[src/logic/ddr_port_pkg.sv]
/*
 Shared widths, reset values and pin bundles of the double-data-rate
 command and clock port. Assumes one 20 MHz ref_clk samples every pin.
*/
`default_nettype none

package ddr_port_pkg;
    localparam int DQ_W = 18;
    localparam int BYTE_W = 9;
    localparam int NBYTE = 2;
    localparam int ADDR_W = 4;
    localparam int BURST_LEN = 2;
    localparam real REF_PERIOD_NS = 50.0;
    localparam logic ECHO_RST = 1'b0;

    typedef enum logic [1:0] {W_IDLE, W_WORD0, W_WORD1} wr_e;
    typedef enum logic [1:0] {R_IDLE, R_PEND, R_WORD0, R_WORD1} rd_e;

    typedef struct packed {
        logic k;
        logic k_n;
        logic c;
        logic c_n;
    } clk_pair_s;

    typedef struct packed {
        clk_pair_s clk;
        logic load_strobe_n;
        logic read_write_select;
        logic [ADDR_W-1:0] addr;
        logic [DQ_W-1:0] dq_in;
        logic [NBYTE-1:0] byte_write_select_n;
        logic single_clock_mode;
    } link_in_s;

    typedef struct packed {
        logic [DQ_W-1:0] dq_out;
        logic dq_oe;
        logic echo_clock;
        logic echo_clock_n;
    } link_out_s;
endpackage : ddr_port_pkg

`default_nettype wire

[src/logic/ddr_sram_clock_command_port.sv]
/*
 Command, write capture, read drive and echo clocks of a two-word-burst
 double-data-rate SRAM port, with a small storage array behind it.
 Assumes all pins are asynchronous to ref_clk and that the link clocks
 run slowly enough (period of many ref_clk cycles) to be edge-detected.
*/
//
// Behaviour
// - Read_write_select high reads, low writes
// - Output clock pair times read data
// - Inputs captured on positive input clock rise
// - Accesses start on positive input clock rise
// - Write data also captured on negative clock
// - Single clock mode drives data from input pair
// - Echo clocks free-run from output clock pair
// - Single clock mode echoes the input pair
// - Load strobe low defines two-word burst
// - Data pins released when no read active
// - Deselected byte leaves stored byte unchanged
`timescale 1ns/1ns
`default_nettype none

module ddr_sram_clock_command_port
    import ddr_port_pkg::*;
(
    input wire logic ref_clk,
    input wire logic rst_n,
    input wire link_in_s link_in,
    output link_out_s link_out
);

    typedef struct packed {
        link_in_s s1;
        link_in_s s2;
        link_in_s s3;
        clk_pair_s lvl;
        logic [ADDR_W-1:0] wr_addr;
        logic [ADDR_W-1:0] rd_addr;
        wr_e wr;
        rd_e rd;
        logic [(1<<ADDR_W)-1:0][BURST_LEN-1:0][DQ_W-1:0] mem;
        link_out_s outp;
    } state_s;

    state_s st_ff;
    state_s nxt_st;
    logic k_r, kn_r, c_r, cn_r;
    logic mode, data_pos, data_neg;
    logic rd_cmd, wr_cmd;

    function automatic logic rise(input logic a2, input logic a3, input logic lvl);
        return a2 & a3 & ~lvl;
    endfunction

    function automatic logic settle(input logic a2, input logic a3, input logic lvl);
        return (a2 == a3) ? a3 : lvl;
    endfunction

    function automatic logic [DQ_W-1:0] merge_bytes(input logic [DQ_W-1:0] old_w,
                                                     input logic [DQ_W-1:0] new_w,
                                                     input logic [NBYTE-1:0] bw_n);
        logic [DQ_W-1:0] r;
        r = old_w;
        for (int i = 0; i < NBYTE; i++) begin
            if (!bw_n[i]) begin
                r[i*BYTE_W +: BYTE_W] = new_w[i*BYTE_W +: BYTE_W];
            end
        end
        return r;
    endfunction

    // Edge finding on the sampled link clocks
    always_comb begin
        k_r = rise(st_ff.s2.clk.k, st_ff.s3.clk.k, st_ff.lvl.k);
        kn_r = rise(st_ff.s2.clk.k_n, st_ff.s3.clk.k_n, st_ff.lvl.k_n);
        c_r = rise(st_ff.s2.clk.c, st_ff.s3.clk.c, st_ff.lvl.c);
        cn_r = rise(st_ff.s2.clk.c_n, st_ff.s3.clk.c_n, st_ff.lvl.c_n);
        mode = st_ff.s3.single_clock_mode;
        data_pos = mode ? k_r : c_r;
        data_neg = mode ? kn_r : cn_r;
        rd_cmd = k_r & ~st_ff.s3.load_strobe_n & st_ff.s3.read_write_select;
        wr_cmd = k_r & ~st_ff.s3.load_strobe_n & ~st_ff.s3.read_write_select;
    end

    always_comb begin
        nxt_st = st_ff;
        nxt_st.s1 = link_in;
        nxt_st.s2 = st_ff.s1;
        nxt_st.s3 = st_ff.s2;
        nxt_st.lvl.k = settle(st_ff.s2.clk.k, st_ff.s3.clk.k, st_ff.lvl.k);
        nxt_st.lvl.k_n = settle(st_ff.s2.clk.k_n, st_ff.s3.clk.k_n, st_ff.lvl.k_n);
        nxt_st.lvl.c = settle(st_ff.s2.clk.c, st_ff.s3.clk.c, st_ff.lvl.c);
        nxt_st.lvl.c_n = settle(st_ff.s2.clk.c_n, st_ff.s3.clk.c_n, st_ff.lvl.c_n);

        if (kn_r && st_ff.wr == W_WORD0) begin
            nxt_st.mem[st_ff.wr_addr][0] = merge_bytes(st_ff.mem[st_ff.wr_addr][0],
                st_ff.s3.dq_in, st_ff.s3.byte_write_select_n);
            nxt_st.wr = W_WORD1;
        end
        if (k_r && st_ff.wr == W_WORD1) begin
            nxt_st.mem[st_ff.wr_addr][1] = merge_bytes(st_ff.mem[st_ff.wr_addr][1],
                st_ff.s3.dq_in, st_ff.s3.byte_write_select_n);
            nxt_st.wr = W_IDLE;
        end

        case (st_ff.rd)
            R_PEND: begin
                if (data_pos) begin
                    nxt_st.outp.dq_out = st_ff.mem[st_ff.rd_addr][0];
                    nxt_st.outp.dq_oe = 1'b1;
                    nxt_st.rd = R_WORD0;
                end
            end
            R_WORD0: begin
                if (data_neg) begin
                    nxt_st.outp.dq_out = st_ff.mem[st_ff.rd_addr][1];
                    nxt_st.rd = R_WORD1;
                end
            end
            R_WORD1: begin
                if (data_pos) begin
                    nxt_st.outp.dq_oe = 1'b0;
                    nxt_st.rd = R_IDLE;
                end
            end
            default: begin
                nxt_st.outp.dq_oe = 1'b0;
            end
        endcase

        if (rd_cmd) begin
            nxt_st.rd_addr = st_ff.s3.addr;
            nxt_st.rd = R_PEND;
        end
        if (wr_cmd) begin
            nxt_st.wr_addr = st_ff.s3.addr;
            nxt_st.wr = W_WORD0;
        end

        nxt_st.outp.echo_clock = mode ? nxt_st.lvl.k : nxt_st.lvl.c;
        nxt_st.outp.echo_clock_n = mode ? nxt_st.lvl.k_n : nxt_st.lvl.c_n;
    end

    always_ff @(posedge ref_clk or negedge rst_n) begin
        if (!rst_n) begin
            st_ff <= '0;
        end else begin
            st_ff <= nxt_st;
        end
    end

    assign link_out = st_ff.outp;

    // Assertion helpers
    logic [BYTE_W-1:0] wr_low_byte;
    logic [DQ_W-1:0] rd_word0;
    assign wr_low_byte = st_ff.mem[st_ff.wr_addr][0][BYTE_W-1:0];
    assign rd_word0 = st_ff.mem[st_ff.rd_addr][0];
endmodule // ddr_sram_clock_command_port

`default_nettype wire
[config.mk]
export PLATFORM = sky130hd
export DESIGN_NAME = ddr_sram_clock_command_port
export DESIGN_NICKNAME = d
export VERILOG_FILES = /design/src/logic/ddr_port_pkg.sv /design/src/logic/ddr_sram_clock_command_port.sv
export SDC_FILE = /design/constraint.sdc
export NUM_CORES = 1
export LEC_CHECK = 0
export BUFFER_PORTS_ARGS = -buffer_cell sky130_fd_sc_hd__buf_2
export CAP_MARGIN = 20
export CELL_PAD_IN_SITES_DETAIL_PLACEMENT = 0
export CELL_PAD_IN_SITES_GLOBAL_PLACEMENT = 1
export CORE_MARGIN = 4
export CORE_UTILIZATION = 29
export CTS_CLUSTER_DIAMETER = 200
export DETAILED_ROUTE_END_ITERATION = 8
export PLACE_DENSITY_LB_ADDON = 0.1
export RECOVER_POWER = 100
export SLEW_MARGIN = 10
export SYNTH_ARGS = -nofsm -noshare
export SYNTH_HDL_FRONTEND = slang
export SYNTH_SLANG_ARGS = --single-unit
[constraint.sdc]
create_clock -name ref_clk -period 5.1 [get_ports ref_clk]
set_clock_uncertainty 0.2 [all_clocks]
set_input_delay 0.51 -clock ref_clk [delete_from_list [all_inputs] [get_ports ref_clk]]
set_output_delay 0.51 -clock ref_clk [all_outputs]
set_load 0.01 [all_outputs]
# After elaboration in Yosys (flattened, before gate mapping)
# Cells that the tools add are included.
# word_totals
mem_bits_ro	0
out_inout_bits	21
elab_cells	160
inputBits	33
memories	0
regBits	706
ramBits	0
latch_bits	0
# classes
mul	0
add_sub_neg	0
div	0
reduce_logical	9
eq_ne	15
n_shift	0
muxes	41
magnitude_cmp	3
n_bitwise	18
# op_table
cell	count
bitwise mux 576 bit	2
two-way mux 576 bit	2
binary-select mux 36 bit (select 4 bit)	2
demux 36 bit (select 4 bit)	2
two-way mux 36 bit	3
two-way mux 9 bit	8
two-way mux 18 bit	2
one-hot mux 18 bit (2 select lines)	1
two-way mux 19 bit	1
two-way mux 2 bit	7
bitwise AND 1 bit	11
< comparator 4 x 5 -> 1 bit, second input constant	2
two-way mux 1 bit	9
!= test 3 bit, second input constant	3
inverter 1 bit	7
equality test 2 bit, second input constant	3
!= test 2 bit, second input constant	3
one-hot mux 2 bit (3 select lines)	1
AND reduction 3 bit	2
equality test 1 bit	4
equality test 2 x 1 -> 1 bit, second input constant	2
>= comparator 4 x 1 -> 1 bit, second input constant	1
AND reduction 4 bit	1
nonzero test 4 bit	1
other kinds (4)	6

# Longest topological paths before layout
# logic_depth
word_depth	8
mapped_depth	10
mapped_depth_nobuf	6

# Worst setup path after synthesis
# No wires, ideal clock.
# synth_timing
path_type	flip-flop to flip-flop
startpoint	register st_ff[605] (netlist name)
endpoint	register st_ff[353] (netlist name)
synth_period_minus_slack_ns	2.247
setup_time_ns	0.135
stages_incl_launch_ff	9
path_buffers	4
path_slack_ns	2.853
arrival_time_ns	1.912
t_required_ns	4.765
cell_sequence	dfrtp_1 -> buf_6 -> buf_6 -> buf_6 -> mux4_2 -> mux2i_1 -> o221a_2 -> buf_6 -> a21oi_2
# synth_via
elab_chain_len	8
elab_cells_between_ends	16
cone_classes	order compare (2); mux (13); reduce/logical (1)
# synth_lines
item	line_no	rtl
start, declared	ddr_sram_clock_command_port.sv:45	state_s st_ff;
start signal, assigned	ddr_sram_clock_command_port.sv:148	st_ff <= nxt_st;
< comparator 4 x 5 -> 1 bit, or another cell as far along	--	
logical AND 1 bit (implied by the code) or two-way mux 36 bit (tied branches)	ddr_sram_clock_command_port.sv:96, ddr_sram_clock_command_port.sv:101	
two-way mux 18 bit (implied by the code) or two-way mux 9 bit (tied branches)	ddr_sram_clock_command_port.sv:96, ddr_sram_clock_command_port.sv:65	
demux 36 bit (select 4 bit) or two-way mux 9 bit (tied branches)	ddr_sram_clock_command_port.sv:96, ddr_sram_clock_command_port.sv:95	
bitwise mux 576 bit	ddr_sram_clock_command_port.sv:96	nxt_st.mem[st_ff.wr_addr][0] = merge_bytes(st_ff.mem[st_ff.wr_addr][0],
two-way mux 576 bit	ddr_sram_clock_command_port.sv:95	if (kn_r && st_ff.wr == W_WORD0) begin
bitwise mux 576 bit	ddr_sram_clock_command_port.sv:101	nxt_st.mem[st_ff.wr_addr][1] = merge_bytes(st_ff.mem[st_ff.wr_addr][1],
two-way mux 576 bit (*)	ddr_sram_clock_command_port.sv:100	if (k_r && st_ff.wr == W_WORD1) begin
# Every way passes the cells marked *; elsewhere a longest branch is shown, timed or not. The select of a mux whose other input is x is not followed.
# A chain may end at the register's enable or synchronous reset.

# Worst setup path in the final report
# layout_timing
startpoint	register st_ff[605] (netlist name)
endpoint	register st_ff[434] (netlist name)
# Same word-level chain as after synthesis.

==> run_results.csv <==
group,metric,value,unit
outcome,status,"finished with violations",
outcome,violations,"capacitance limit, slew limit",
detailed_routing,vias_per_cell,5.13,
final_layout,final_nets,3001,
final_layout,drive_gt1_frac,0.205,
sta,slew_headroom,-0.574,
sta,rsz0062_at_grt,"no",
detailed_routing,antenna_left,0,
global_routing,grt_antenna_before_repair,4,
clock_tree,cts_hold_buf,32,
synthesis,yosysWarningCount,0,
clock_tree,cts-root-buf,"clkbuf_16",
synthesis,seq_area_frac_synth,0.504,
clock_tree,post_cts_buffers,0,
floorplanning,start_util,0.292,
detailed_routing,dr.first_iter.drc_count,1750,
clock_tree,cts_tree,"yes",
pwr,irDropWorstVdd,0.256,mV
sta,hold_violations,0,
pwr,powerDensity,533,nW/um2
sta,maxSlewViolCount,92,
setup_path,cp_slowest_stage_delay,1.26,ns
synthesis,syn-cell-area,35100,um2
hold_path,worstHoldPathType,"reg -> reg",
synthesis,yosys-top-cells-area,"dfrtp_1, mux4_2, mux2i_1, nor2_1, a21oi_1",
synthesis,synth_cell_types,51,
detailed_routing,vias,23800,
synthesis,yosys.area.top_type,"dfrtp_1",
run,drv_cap,2,
setup_path,worstPathRequired,5.38,ns
placed_design,gp_congestion,0.751,
final_layout,utilization,0.332,
clock_tree,cts_buffer_depth,3,
final_layout,area_delta_synth_final,13.6,%
floorplanning,die_h,356,um
sta,fin_crit,4.05,ns
setup_path,start_kind,"register",
global_routing,grt_pass1_vias,24600,
sta,tns,0,ns
placed_design,post_dp_cell_area,36700,um2
synthesis,synth.top_cell.area_share,0.504,
synthesis,synth_nets,3019,
final_layout,stdcell_area,39800,um2
global_routing,grt_first_pass_wirelength,175,mm
global_routing,grtUsageTotal,0.189,
setup_path,endpoint_kind,"register",
clock_tree,cts_buffers,86,
clock_tree,clkLatencyLatePin,0.66,ns
synthesis,ys_ff_latch,706,
floorplanning,die_x,356,um
hold_path,holdPathStages,0,
floorplanning,core-area,120000,um2
sta,setup_viol,0,
detailed_routing,drt-wirelength-per-cell,25.7,um
final_layout,num_antenna_cells,0,
floorplanning,std_cell_rows,127,
floorplanning,io_pins,54,
placed_design,dp_hpwl,73.3,mm
setup_path,path_class,"reg -> reg",
clock_tree,ctsHtreeMaxLevel,3,
global_routing,grt_remaining_overflow,0,
setup_path,reg2reg_depth,5,
placed_design,portBuffers,53,
setup_path,cp_slowest_cell,"dfrtp_1",
synthesis,avgSynthCellArea,11.8,um2
sta,fmax,0.247,GHz
global_routing,grt_max_degree,132,
pwr,power.total,21.2,mW
setup_path,arrival,4.33,ns
setup_path,path_cells,"buf_12 > mux4_2 > mux2i_1 > o221a_1 > a21oi_1",
detailed_routing,drc,0,
pwr,power.leakage,17.0,nW
detailed_routing,first_pass_iters,6,
detailed_routing,drt-total-wl,119,mm
clock_tree,cts.sinks,706,
clock_tree,clk_pin_slew_worst_paths,0.06,ns
floorplanning,dieArea,127000,um2
clock_tree,postCtsResizedCells,0,
sta,worst_pin_slew,2.36,ns
setup_path,crit_fanout,77,
synthesis,postSynthCellCount,2982,
sta,fin_crit_sh,0.795,
==> sequential cells by signal, indices dropped and copies added (netlist names) <==
name      count
link_out     21
mode          1
nxt_st       62
st_ff       622
==> worst max-delay path, delay by kind of cell (launching register included) <==
kind / cells / cell delay [ns]
DFF: 1 / 1.26
muxes: 2 / 0.84
AOI/OAI and AO/OA: 2 / 0.83
buffers and inverters: 1 / 0.64
==> where the power goes <==
| group | internal (mW) | switching (mW) | total [mW] |
|---|---|---|---|
| logic | 2.78 | 3.43 | 6.22 |
| registers | 6.83 | 1.30 | 8.13 |
| clock network | 4.36 | 2.53 | 6.89 |
| total | 14.0 | 7.26 | 21.2 |
==> layer usage <==
| layer | global-route usage | wire length, um | part of all wire |
|---|---|---|---|
| met4 | 0.0415 | 2480 | 0.021 |
| met2 | 0.289 | 53200 | 0.45 |
| met1 | 0.274 | 56900 | 0.48 |
| met5 | 0 | 23 | 0.00019 |
| met3 | 0.0406 | 6870 | 0.057 |
==> path summary, 6_finish.rpt <==
kind                              from           to  slack [ns]
max                         st_ff[605]   st_ff[434]        1.05
min in group asynchronous        rst_n  nxt_st[628]        0.88
min                        nxt_st[616]   st_ff[616]        0.14
max reg2reg                 st_ff[605]   st_ff[434]        1.05
max in group asynchronous        rst_n   st_ff[308]        1.92
min reg2reg                nxt_st[616]   st_ff[616]        0.14
==> cells in the mapped netlist (all sizes together) <==
library cell / n
mux2: 35
a221o: 4
and4bb: 2
a2111oi: 1
a211oi: 1
a21o: 3
a211o: 1
nor2: 617
nor3b: 3
nand4: 3
nor2b: 8
xor2: 1
nor3: 11
ha: 4
o21ai: 8
nand2: 33
inv: 7
and2: 3
mux4: 200
nor4: 10
nand2b: 29
dfrtp: 706
o221a: 36
nand3b: 3
or2: 1
a22oi: 85
o221ai: 6
mux2i: 246
clkbuf: 61
o2bb2ai: 3
buf: 211
a221oi: 5
nand3: 5
o211ai: 4
a21oi: 621
and3b: 2
a31oi: 3
==> area by class of cell <==
class	instances	area, um2
tap	1612	2020
clock inverter	34	592
clock buffer	126	2620
sequential	706	17700
inverter	7	26.3
multi-input combinational	1997	15500
fill	12000	80200
timing repair buffer	166	1380
==> stage by stage <==
stage | hold WS, ns | setup WS (ns) | std cells
2_1_floorplan | 0.0144 | 2.85 | 2982
3_3_place_gp | 0.133 | 1.58 | 4454
3_5_place_dp | 0.135 | 1.55 | 4456
4_1_cts | 0.147 | 1.54 | 4648
5_1_grt | 0.150 | 0.706 | 4648
6_report | 0.141 | 1.05 | 4648
==> cell usage in the layout, fill, tap and decap left out, types with 4 or more instances in the layout <==
cell / n
dfrtp_1: 702
nor2_1: 593
a21oi_1: 533
mux2i_1: 246
mux4_2: 189
clkbuf_16: 90
a21oi_2: 88
a22oi_1: 85
buf_4: 58
clkbuf_1: 37
mux2_2: 34
dlygate4sd3_1: 32
nand2_1: 30
buf_2: 30
nand2b_1: 28
o221a_1: 28
nor2_4: 24
clkbuf_8: 23
buf_12: 17
bufinv_16: 16
clkinv_2: 14
mux4_1: 11
nor4_1: 10
nor3_4: 8
o221a_2: 8
inv_1: 7
nor2b_1: 6
o221ai_1: 6
o21ai_0: 5
a221oi_1: 5
nand3_1: 4
a221o_1: 4
o211ai_1: 4
ha_1: 4
dfrtp_4: 4
==> cell families after synthesis <==
family / share of synthesized area
fa+ha+maj: 0.00143
compound gates: 0.147
buf+inv: 0.0481
xor+xnor: 0.000250
mux: 0.211
flops: 0.504
simple gates: 0.0879
Note: power is estimated with default switching activity, not from simulation.
